--- src/core/posmon_cfg.svh ---
// Constants for the position error monitor.
`ifndef POSMON_CFG_SVH
`define POSMON_CFG_SVH
`define ADDR_GEAR1_NUM 4'h0
`define ADDR_GEAR1_DEN 4'h1
`define ADDR_GEAR2_NUM 4'h2
`define ADDR_GEAR2_DEN 4'h3
`define ADDR_COMP_WIDTH 4'h4
`define ADDR_APPR_WIDTH 4'h5
`define ADDR_ERR_LIMIT 4'h6
`define ADDR_CONTROL 4'h7
`define ADDR_STATUS 4'h8
`define ADDR_IRQ_STATUS 4'h9
`define ADDR_IRQ_ENABLE 4'hA
`define ADDR_IRQ_CLEAR 4'hB
`define ADDR_ERROR 4'hC
`define GEAR_RESET 16'h8000
`define GEAR_MIN 16'h0001
`define COMP_WIDTH_RESET 16'h000A
`define APPR_WIDTH_RESET 16'h0014
`define WIDTH_MAX 16'h03E8
`define ERR_LIMIT_RESET 16'h5000
`define CTRL_SERVO_ON 0
`define CTRL_POS_MODE 1
`define CTRL_APPLY 2
`define CTRL_CLEAR 3
`define IRQ_COMPLETE 0
`define IRQ_APPROACH 1
`define IRQ_OVERFLOW 2
`endif

--- src/core/posmon_pkg.sv ---
// Types shared by the position error monitor files.
package posmon_pkg;
   typedef struct packed {
      logic [15:0] num;
      logic [15:0] den;
   } gear_pair_t;
   // Complete sits in bit 0 so the status and interrupt layouts line up.
   typedef struct packed {
      logic overflow;
      logic approach;
      logic complete;
   } mon_flags_t;
endpackage

--- src/core/position_error_monitor.sv ---
// Position error monitor with gear selection, thresholds and alarm.
// Notes on behaviour
// - Gear select high picks second gear pair.
// - Second numerator 1..65535, resets to 32768.
// - Second denominator 1..65535, resets to 32768.
// - Second gear writes only while servo off.
// - Complete output when error magnitude within width.
// - Approach output when error within approach width.
// - Overflow alarm when error exceeds allowed limit.
// - Indicator line 1 follows complete only.
// - Widths affect outputs only, never positioning.
// - Outputs only in position mode, via pins.
`timescale 1ns/1ps
`include "posmon_cfg.svh"
module position_error_monitor
   import posmon_pkg::*;
#(
   parameter int ERR_W = 32
)
(
   input wire logic clk,
   input wire logic srst,
   input wire logic [3:0] reg_addr,
   input wire logic [15:0] reg_wdata,
   input wire logic reg_wr,
   input wire logic reg_rd,
   output logic [15:0] reg_rdata,
   input wire logic gear_select,
   input wire logic cmd_pulse,
   input wire logic cmd_dir,
   input wire logic fb_pulse,
   input wire logic fb_dir,
   output logic position_complete_out,
   output logic position_approach_out,
   output logic position_error_overflow_alarm,
   output logic status_led_line1,
   output logic irq
);
   gear_pair_t gear1_q, gear1_d;
   gear_pair_t gear2_q, gear2_d;
   // Staged second gear values wait for the apply bit.
   gear_pair_t gear2_stage_q, gear2_stage_d;
   logic [15:0] comp_w_q, comp_w_d;
   logic [15:0] appr_w_q, appr_w_d;
   logic [15:0] limit_q, limit_d;
   logic servo_on_q, servo_on_d;
   logic pos_mode_q, pos_mode_d;
   logic clear_q, clear_d;
   logic [2:0] irq_st_q, irq_st_d;
   logic [2:0] irq_en_q, irq_en_d;
   logic [15:0] rdata_d;
   logic signed [ERR_W-1:0] err_q, err_d;
   logic [ERR_W-1:0] err_abs;
   mon_flags_t flags_q, flags_d;
   logic led_d;
   logic irq_d;
   gear_pair_t ratio;
   logic step;
   logic step_dir;

   // Gear selection is a plain mux on the select level.
   // gear pair select
   assign ratio = gear_select ? gear2_q : gear1_q;

   gear_scaler u_gear (
      .clk(clk),
      .srst(srst),
      .clear(clear_q),
      .cmd_pulse(cmd_pulse),
      .cmd_dir(cmd_dir),
      .ratio(ratio),
      .step(step),
      .step_dir(step_dir)
   );

   function automatic logic [15:0] clamp_gear(input logic [15:0] v);
      clamp_gear = (v < `GEAR_MIN) ? `GEAR_MIN : v;
   endfunction

   function automatic logic [15:0] clamp_width(input logic [15:0] v);
      clamp_width = (v > `WIDTH_MAX) ? `WIDTH_MAX : v;
   endfunction

   // Register file.
   always_comb begin
      gear1_d = gear1_q;
      gear2_d = gear2_q;
      gear2_stage_d = gear2_stage_q;
      comp_w_d = comp_w_q;
      appr_w_d = appr_w_q;
      limit_d = limit_q;
      servo_on_d = servo_on_q;
      pos_mode_d = pos_mode_q;
      clear_d = 1'b0;
      irq_en_d = irq_en_q;
      if (reg_wr) begin
         unique case (reg_addr)
            `ADDR_GEAR1_NUM: gear1_d.num = clamp_gear(reg_wdata);
            `ADDR_GEAR1_DEN: gear1_d.den = clamp_gear(reg_wdata);
            `ADDR_GEAR2_NUM: begin
               if (!servo_on_q) begin
                  gear2_stage_d.num = clamp_gear(reg_wdata);
               end
            end
            `ADDR_GEAR2_DEN: begin
               if (!servo_on_q) begin
                  gear2_stage_d.den = clamp_gear(reg_wdata);
               end
            end
            `ADDR_COMP_WIDTH: comp_w_d = clamp_width(reg_wdata);
            `ADDR_APPR_WIDTH: appr_w_d = clamp_width(reg_wdata);
            `ADDR_ERR_LIMIT: limit_d = reg_wdata;
            `ADDR_CONTROL: begin
               servo_on_d = reg_wdata[`CTRL_SERVO_ON];
               pos_mode_d = reg_wdata[`CTRL_POS_MODE];
               clear_d = reg_wdata[`CTRL_CLEAR];
               if (reg_wdata[`CTRL_APPLY] && !servo_on_q) begin
                  gear2_d = gear2_stage_q;
               end
            end
            `ADDR_IRQ_ENABLE: irq_en_d = reg_wdata[2:0];
            default: begin
            end
         endcase
      end
   end

   // Read path; unmapped addresses read zero.
   always_comb begin
      rdata_d = 16'h0000;
      if (reg_rd) begin
         unique case (reg_addr)
            `ADDR_GEAR1_NUM: rdata_d = gear1_q.num;
            `ADDR_GEAR1_DEN: rdata_d = gear1_q.den;
            `ADDR_GEAR2_NUM: rdata_d = gear2_q.num;
            `ADDR_GEAR2_DEN: rdata_d = gear2_q.den;
            `ADDR_COMP_WIDTH: rdata_d = comp_w_q;
            `ADDR_APPR_WIDTH: rdata_d = appr_w_q;
            `ADDR_ERR_LIMIT: rdata_d = limit_q;
            `ADDR_CONTROL: rdata_d = {14'h0000, pos_mode_q, servo_on_q};
            `ADDR_STATUS: rdata_d = {13'h0000, flags_q};
            `ADDR_IRQ_STATUS: rdata_d = {13'h0000, irq_st_q};
            `ADDR_IRQ_ENABLE: rdata_d = {13'h0000, irq_en_q};
            `ADDR_ERROR: rdata_d = err_q[15:0];
            default: rdata_d = 16'h0000;
         endcase
      end
   end

   // Error counter and comparators.
   always_comb begin
      err_d = err_q;
      if (clear_q) begin
         err_d = '0;
      end else if (step && !fb_pulse) begin
         err_d = step_dir ? err_q - ERR_W'(1) : err_q + ERR_W'(1);
      end else if (!step && fb_pulse) begin
         err_d = fb_dir ? err_q + ERR_W'(1) : err_q - ERR_W'(1);
      end else if (step && fb_pulse && (step_dir != fb_dir)) begin
         err_d = step_dir ? err_q - ERR_W'(2) : err_q + ERR_W'(2);
      end
   end

   assign err_abs = err_q[ERR_W-1] ? ERR_W'(-err_q) : ERR_W'(err_q);

   // Widths only gate flag outputs; the servo loop never reads them.
   // widths gate flags only
   always_comb begin
      flags_d.complete = pos_mode_q &&
         (err_abs <= {{(ERR_W-16){1'b0}}, comp_w_q});
      flags_d.approach = pos_mode_q &&
         (err_abs <= {{(ERR_W-16){1'b0}}, appr_w_q});
      flags_d.overflow = pos_mode_q &&
         (err_abs > {{(ERR_W-16){1'b0}}, limit_q});
      led_d = flags_d.complete;
   end

   // Sticky rising-edge events; a new event beats a same-cycle clear.
   always_comb begin
      irq_st_d = irq_st_q;
      if (reg_wr && reg_addr == `ADDR_IRQ_CLEAR) begin
         irq_st_d = irq_st_q & ~reg_wdata[2:0];
      end
      irq_st_d = irq_st_d | (flags_d & ~flags_q);
      irq_d = |(irq_st_d & irq_en_d);
   end

   always_ff @(posedge clk) begin
      if (srst) begin
         gear1_q <= {`GEAR_RESET, `GEAR_RESET};
         gear2_q <= {`GEAR_RESET, `GEAR_RESET};
         gear2_stage_q <= {`GEAR_RESET, `GEAR_RESET};
         comp_w_q <= `COMP_WIDTH_RESET;
         appr_w_q <= `APPR_WIDTH_RESET;
         limit_q <= `ERR_LIMIT_RESET;
         servo_on_q <= 1'b0;
         pos_mode_q <= 1'b1;
         clear_q <= 1'b0;
         irq_st_q <= 3'h0;
         irq_en_q <= 3'h0;
         reg_rdata <= 16'h0000;
         err_q <= '0;
         flags_q <= '0;
         position_complete_out <= 1'b0;
         position_approach_out <= 1'b0;
         position_error_overflow_alarm <= 1'b0;
         status_led_line1 <= 1'b0;
         irq <= 1'b0;
      end else begin
         gear1_q <= gear1_d;
         gear2_q <= gear2_d;
         gear2_stage_q <= gear2_stage_d;
         comp_w_q <= comp_w_d;
         appr_w_q <= appr_w_d;
         limit_q <= limit_d;
         servo_on_q <= servo_on_d;
         pos_mode_q <= pos_mode_d;
         clear_q <= clear_d;
         irq_st_q <= irq_st_d;
         irq_en_q <= irq_en_d;
         reg_rdata <= rdata_d;
         err_q <= err_d;
         flags_q <= flags_d;
         position_complete_out <= flags_d.complete;
         position_approach_out <= flags_d.approach;
         position_error_overflow_alarm <= flags_d.overflow;
         status_led_line1 <= led_d;
         irq <= irq_d;
      end
   end

   chk_gear2_locked: assert property (
      @(posedge clk) disable iff (srst)
      servo_on_q |=> $stable(gear2_q))
      else $error("second gear changed while servo on");
   chk_led_follows: assert property (
      @(posedge clk) disable iff (srst)
      status_led_line1 == position_complete_out)
      else $error("indicator differs from complete output");
   chk_complete_width: assert property (
      @(posedge clk) disable iff (srst)
      flags_q.complete |-> err_abs <= {{(ERR_W-16){1'b0}}, comp_w_q}
         || $changed(err_q) || $changed(comp_w_q))
      else $error("complete set outside width");
   chk_complete_off: assert property (
      @(posedge clk) disable iff (srst)
      (err_abs > {{(ERR_W-16){1'b0}}, comp_w_q})
      |=> !position_complete_out)
      else $error("complete set beyond width");
   chk_approach_on: assert property (
      @(posedge clk) disable iff (srst)
      (pos_mode_q && err_abs <= {{(ERR_W-16){1'b0}}, appr_w_q})
      |=> position_approach_out)
      else $error("approach missing within width");
   chk_approach_off: assert property (
      @(posedge clk) disable iff (srst)
      (err_abs > {{(ERR_W-16){1'b0}}, appr_w_q})
      |=> !position_approach_out)
      else $error("approach set beyond width");
   chk_width_max: assert property (
      @(posedge clk) disable iff (srst)
      comp_w_q <= `WIDTH_MAX && appr_w_q <= `WIDTH_MAX)
      else $error("width above its maximum");
   chk_overflow_on: assert property (
      @(posedge clk) disable iff (srst)
      (pos_mode_q && err_abs > {{(ERR_W-16){1'b0}}, limit_q})
      |=> position_error_overflow_alarm)
      else $error("overflow alarm missing");
   chk_overflow_off: assert property (
      @(posedge clk) disable iff (srst)
      (err_abs <= {{(ERR_W-16){1'b0}}, limit_q})
      |=> !position_error_overflow_alarm)
      else $error("overflow alarm within limit");
   chk_mode_gate: assert property (
      @(posedge clk) disable iff (srst)
      !pos_mode_q |=> !position_complete_out && !position_approach_out)
      else $error("outputs active outside position mode");
   chk_gear_select: assert property (
      @(posedge clk) disable iff (srst)
      ratio == (gear_select ? gear2_q : gear1_q))
      else $error("wrong gear pair selected");
   chk_gear_min: assert property (
      @(posedge clk) disable iff (srst)
      gear2_q.num != 16'h0000 && gear2_q.den != 16'h0000)
      else $error("second gear value zero");
   chk_error_clear: assert property (
      @(posedge clk) disable iff (srst)
      clear_q |=> err_q == '0)
      else $error("error count not cleared");
endmodule

--- src/core/gear_scaler.sv ---
// Electronic gear: scales command pulses by numerator over denominator.
`timescale 1ns/1ps
module gear_scaler
   import posmon_pkg::*;
(
   input wire logic clk,
   input wire logic srst,
   input wire logic clear,
   input wire logic cmd_pulse,
   input wire logic cmd_dir,
   input gear_pair_t ratio,
   output logic step,
   output logic step_dir
);
   // Steps bring the remainder back below den; a pulse adds num only when the remainder is below den and clear is low, emitted steps subtract.
   logic [32:0] rem_q, rem_d;
   logic dir_q, dir_d;
   logic step_d;

   always_comb begin
      rem_d = rem_q;
      dir_d = dir_q;
      step_d = 1'b0;
      if (clear) begin
         rem_d = 33'h0_0000_0000;
      end else if (rem_q >= {17'h0_0000, ratio.den}) begin
         // One step per cycle; the accumulator drains before more input.
         rem_d = rem_q - {17'h0_0000, ratio.den};
         step_d = 1'b1;
      end else if (cmd_pulse) begin
         rem_d = rem_q + {17'h0_0000, ratio.num};
         dir_d = cmd_dir;
      end
   end

   always_ff @(posedge clk) begin
      if (srst) begin
         rem_q <= 33'h0_0000_0000;
         dir_q <= 1'b0;
         step <= 1'b0;
         step_dir <= 1'b0;
      end else begin
         rem_q <= rem_d;
         dir_q <= dir_d;
         step <= step_d;
         step_dir <= dir_q;
      end
   end
endmodule

--- config.mk ---
export PLATFORM = sky130hd
export DESIGN_NAME = position_error_monitor
export DESIGN_NICKNAME = d
export VERILOG_FILES = /design/src/core/posmon_pkg.sv /design/src/core/position_error_monitor.sv /design/src/core/gear_scaler.sv
export VERILOG_INCLUDE_DIRS = /design/src /design/src/core
export SDC_FILE = /design/constraint.sdc
export NUM_CORES = 1
export LEC_CHECK = 0
export ABC_AREA = 0
export BUFFER_PORTS_ARGS = -buffer_cell sky130_fd_sc_hd__buf_2
export CORE_MARGIN = 4
export CORE_UTILIZATION = 51
export CTS_CLUSTER_DIAMETER = 50
export CTS_CLUSTER_SIZE = 14
export DETAILED_ROUTE_END_ITERATION = 12
export PLACE_DENSITY_LB_ADDON = 0.1
export REMOVE_ABC_BUFFERS = 1
export SETUP_SLACK_MARGIN = 0.3
export SKIP_CTS_REPAIR_TIMING = 1
export SLEW_MARGIN = 20
export SYNTH_ARGS = -nofsm -noshare
export SYNTH_HDL_FRONTEND = slang
export SYNTH_SLANG_ARGS = --single-unit
--- constraint.sdc ---
create_clock -name clk -period 3.9 [get_ports clk]
set_clock_uncertainty 0.1 [all_clocks]
set_input_delay 0.39 -clock clk [delete_from_list [all_inputs] [get_ports clk]]
set_output_delay 0.39 -clock clk [all_outputs]
set_load 0.02 [all_outputs]
==> flow_summary_export.csv <==
group,metric,value,unit
route,via_count,16364,
cts,clk-insertion-delay-late,560,ps
cts,clk_pin_slew,60,ps
cells_and_area,final_cells,2605,
min_path,worstHoldPathCells,3,
setup_path,slowest_delay,430,ps
run_status,outcome,"finished, final reports clean",
grt,track_usage,0.299,
placement,numPlacedInstances,2551,
route,detail_route.wirelength,54.1,mm
yosys,cells_taking_the_most_area_after_synthesis,"sky130_fd_sc_hd__dfxtp_1 30%, sky130_fd_sc_hd__ha_1 8.9%, sky130_fd_sc_hd__nand2_1 7.8%",
yosys,syn-mean-instance-area,7.55,sq um
yosys,async_flop_share,0,
power_and_ir_drop,power.leakage,7.07,nW
route,wl_per_cell,20.8,microns
floorplanning,dieArea,34700,sq um
floorplanning,placement_rows,65,
placement,port_buffers,49,
min_path,worst_hold_path_type,"primary input to register",
yosys,synth_largest_area_cell,"sky130_fd_sc_hd__dfxtp_1",
setup_path,cp_slowest_cell,"sky130_fd_sc_hd__o211ai_1",
timing,hold_violations,0,
route,detail_route.iter0.violations,1575,
grt,grt_antenna_before_repair,0,
cts,cts-htree-levels,1,
setup_path,crit_required,4250,ps
timing,grt_setup_unrepaired,"true",
route,drc_errors,0,
timing,worst_slew_margin_rel,0.286,
grt,largest_net_degree_at_the_start_of_global_routing,54,
timing,finalWorstPathRequiredPeriod,3550,ps
cells_and_area,finish.net_count,2330,
yosys,ys_seq_area_frac,0.297,
timing,max_slew.worst_pin.slew,1070,ps
cts,cts-buffers-inserted,29,
power_and_ir_drop,power.combinational.fraction,0.513,
timing,finalMaxSlewViolations,0,
flow_run,number_of_maximum_capacitance_constraint_violations,0,
power_and_ir_drop,irDropWorstVdd,354,uV
timing,setup_total_negative_slack,0,ps
yosys,post_synth_num_cell_types,83,
power_and_ir_drop,share_of_total_power_consumed_by_net_switching,0.439,
setup_path,setup.worst_path.end_class,"register",
power_and_ir_drop,intPower,6.74,mW
timing,report.final.setup_viol,0,
yosys,ys_dominant_reg_cell,"sky130_fd_sc_hd__dfxtp_1",
cts,clock_path_buffers,3,
floorplanning,initial_core_util,0.515,
cts,cts_num_sinks,241,
yosys,ys_ff_latch,241,
yosys,count_of_flip_flops_with_a_built_in_enable_after_synthesis,0,
yosys,synth.cell_area,16200,sq um
power_and_ir_drop,seq_power_share,0.268,
power_and_ir_drop,share_clk_of_total_power,0.219,
placement,gp_congestion,0.966,
timing,final_min_period_over_clock_period,0.911,
setup_path,criticalPathCategory,"register to register",
yosys,yosys_warnings,0,
setup_path,critical_path.cell_chain,"buf_4 -> nor4_2 -> buf_4 -> nand4_1 -> nand2_1 -> xnor2_1 -> ha_1 -> nand4_1 -> o21ai_0 -> a211oi_1 -> o211ai_1 -> a2bb2oi_2 -> nor3_2 -> a221o_1",
grt,grt_overflow_total,0,
cts,clock_tree_from_tritoncts,"done",
route,drt.antenna.violating_nets,0,
timing,clock.fmax,0.282,GHz
cts,root_driver,"sky130_fd_sc_hd__clkbuf_16",
cells_and_area,synthToLayoutAreaGrowth,13.1,%
floorplanning,die_height,186,microns
setup_path,worst_r2r_path_depth,14,
timing,hold_ws,24.3,ps
floorplanning,core-area,31500,sq um
placement,place_hpwl,40.6,mm
setup_path,worstSetupStartpointType,"register",
power_and_ir_drop,power_density,655,nW/um^2
yosys,synth_commonest_cells,"335 x sky130_fd_sc_hd__nand2_1, 241 x sky130_fd_sc_hd__dfxtp_1, 227 x sky130_fd_sc_hd__a21oi_1",
setup_path,critical_path_arrival,3900,ps
route,vias_per_cell,6.28,
yosys,post-synth-top-area-fraction,0.297,
cells_and_area,filler_cell_count,2950,
grt,grt_pass1_vias,15446,
yosys,synth_most_common_cell,"sky130_fd_sc_hd__nand2_1",
floorplanning,ports,50,
setup_path,critical_path.max_fanout,7,
yosys,synthesis.instances,2148,
grt,grt_first_pass_wirelength,85.9,mm
floorplanning,floorplan.die.width,186,microns
cells_and_area,layout-drive-gt1-share,0.129,
power_and_ir_drop,p_sw,5.28,mW
route,number_of_detailed_routing_iterations_run_before_antenna_repair,6,
[area by class of cell]
type	count	area (sq um)	share of cell area
flip-flops and latches	241	4840	0.264
well taps	402	503	0.0274
repair buffers	146	988	0.0539
diodes	1	2.50	0.000136
inverters	82	312	0.0170
clock buffers	31	733	0.0400
clock inverters	19	190	0.0104
multi-input cells	1683	10800	0.588
[cell families after synthesis]
group,Yosys count,share of synthesized area
and+or+nand+nor,803,0.230
DFF,241,0.297
adders and majority gates,119,0.0930
AOI/OAI and AO/OA,632,0.250
xor gates and xnor gates,78,0.0421
muxes,51,0.0329
buffers and inverters,224,0.0538
[worst paths after layout]
path	slack [ps]	from	to
worst max register to register	350	err_q[4]$_SDFFE_PP0P_	irq$_SDFF_PP0_
worst min register to register	350	gear2_stage_q[21]$_SDFFE_PP0P_	gear2_q[21]$_SDFFE_PP0P_
worst max-delay path	350	err_q[4]$_SDFFE_PP0P_	irq$_SDFF_PP0_
worst min-delay path	20	cmd_dir	u_gear.dir_q$_SDFFE_PP0P_
[flip-flops by register name, summed over array words and instances, names as in the netlist]
signal,flops
u_gear.rem_q,33
err_q,32
gear1_q,32
gear2_q,32
gear2_stage_q,32
appr_w_q,16
comp_w_q,16
limit_q,16
reg_rdata,16
flags_q,3
irq_en_q,3
irq_st_q,3
clear_q,1
irq,1
pos_mode_q,1
servo_on_q,1
u_gear.dir_q,1
u_gear.step,1
u_gear.step_dir,1
[through the flow]
step	area, sq um	utilization	setup WS (ps)	power, mW
after global placement	17200	0.545	123	8.97
after CTS	18100	0.575	30.8	11.7
final	18300	0.583	348	12.0
after floorplan	15700	-	1.75	7.09
after global routing	18300	0.583	203	12.9
after detailed placement	17200	0.545	3.04	9.06
[cell usage in the layout, fill, tap and decap left out, types with 22 or more instances in the layout]
master                        n
sky130_fd_sc_hd__nand3_1     26
sky130_fd_sc_hd__ha_1       114
sky130_fd_sc_hd__inv_1       79
sky130_fd_sc_hd__xor2_1      23
sky130_fd_sc_hd__buf_4       97
sky130_fd_sc_hd__xnor2_1     49
sky130_fd_sc_hd__mux2i_1     31
sky130_fd_sc_hd__a21oi_1    223
sky130_fd_sc_hd__buf_2       48
sky130_fd_sc_hd__nor2_1     183
sky130_fd_sc_hd__dfxtp_1    236
sky130_fd_sc_hd__nand2_1    335
sky130_fd_sc_hd__nor2b_1     23
sky130_fd_sc_hd__a31oi_1     23
sky130_fd_sc_hd__a22oi_1     53
sky130_fd_sc_hd__a21o_1      28
sky130_fd_sc_hd__nor4_1      22
sky130_fd_sc_hd__clkbuf_16   29
sky130_fd_sc_hd__o21ai_0     86
sky130_fd_sc_hd__nand4_1     28
sky130_fd_sc_hd__nor3_1      45
sky130_fd_sc_hd__a211oi_1    46
[power by group through the flow]
stage | clock network, mW | logic (mW) | registers, mW
6_report | 2.63 | 6.16 | 3.23
5_1_grt | 2.79 | 6.82 | 3.26
4_1_cts | 2.68 | 5.86 | 3.19
3_5_place_dp | 0 | 5.82 | 3.24
3_3_place_gp | 0 | 5.74 | 3.23
2_1_floorplan | 0 | 3.85 | 3.24
[critical path: cells and delay by family (launching register included)]
family	cells	cell delay, ps
AOI/OAI and AO/OA	5	1270
xor gates and xnor gates	1	130
adders and majority gates	1	300
buffers and inverters	2	400
DFF	1	370
and+or+nand+nor	5	870
[layer usage]
layer  track usage  vias to the layer above  share of wire
li1              -                     7845              -
met1         0.432                     7684           0.45
met2         0.471                      708           0.44
met3        0.0383                      127          0.078
met4        0.0856                        0          0.031
met5             0                        -              0
No activity file was read; power rests on OpenSTA's default activity.
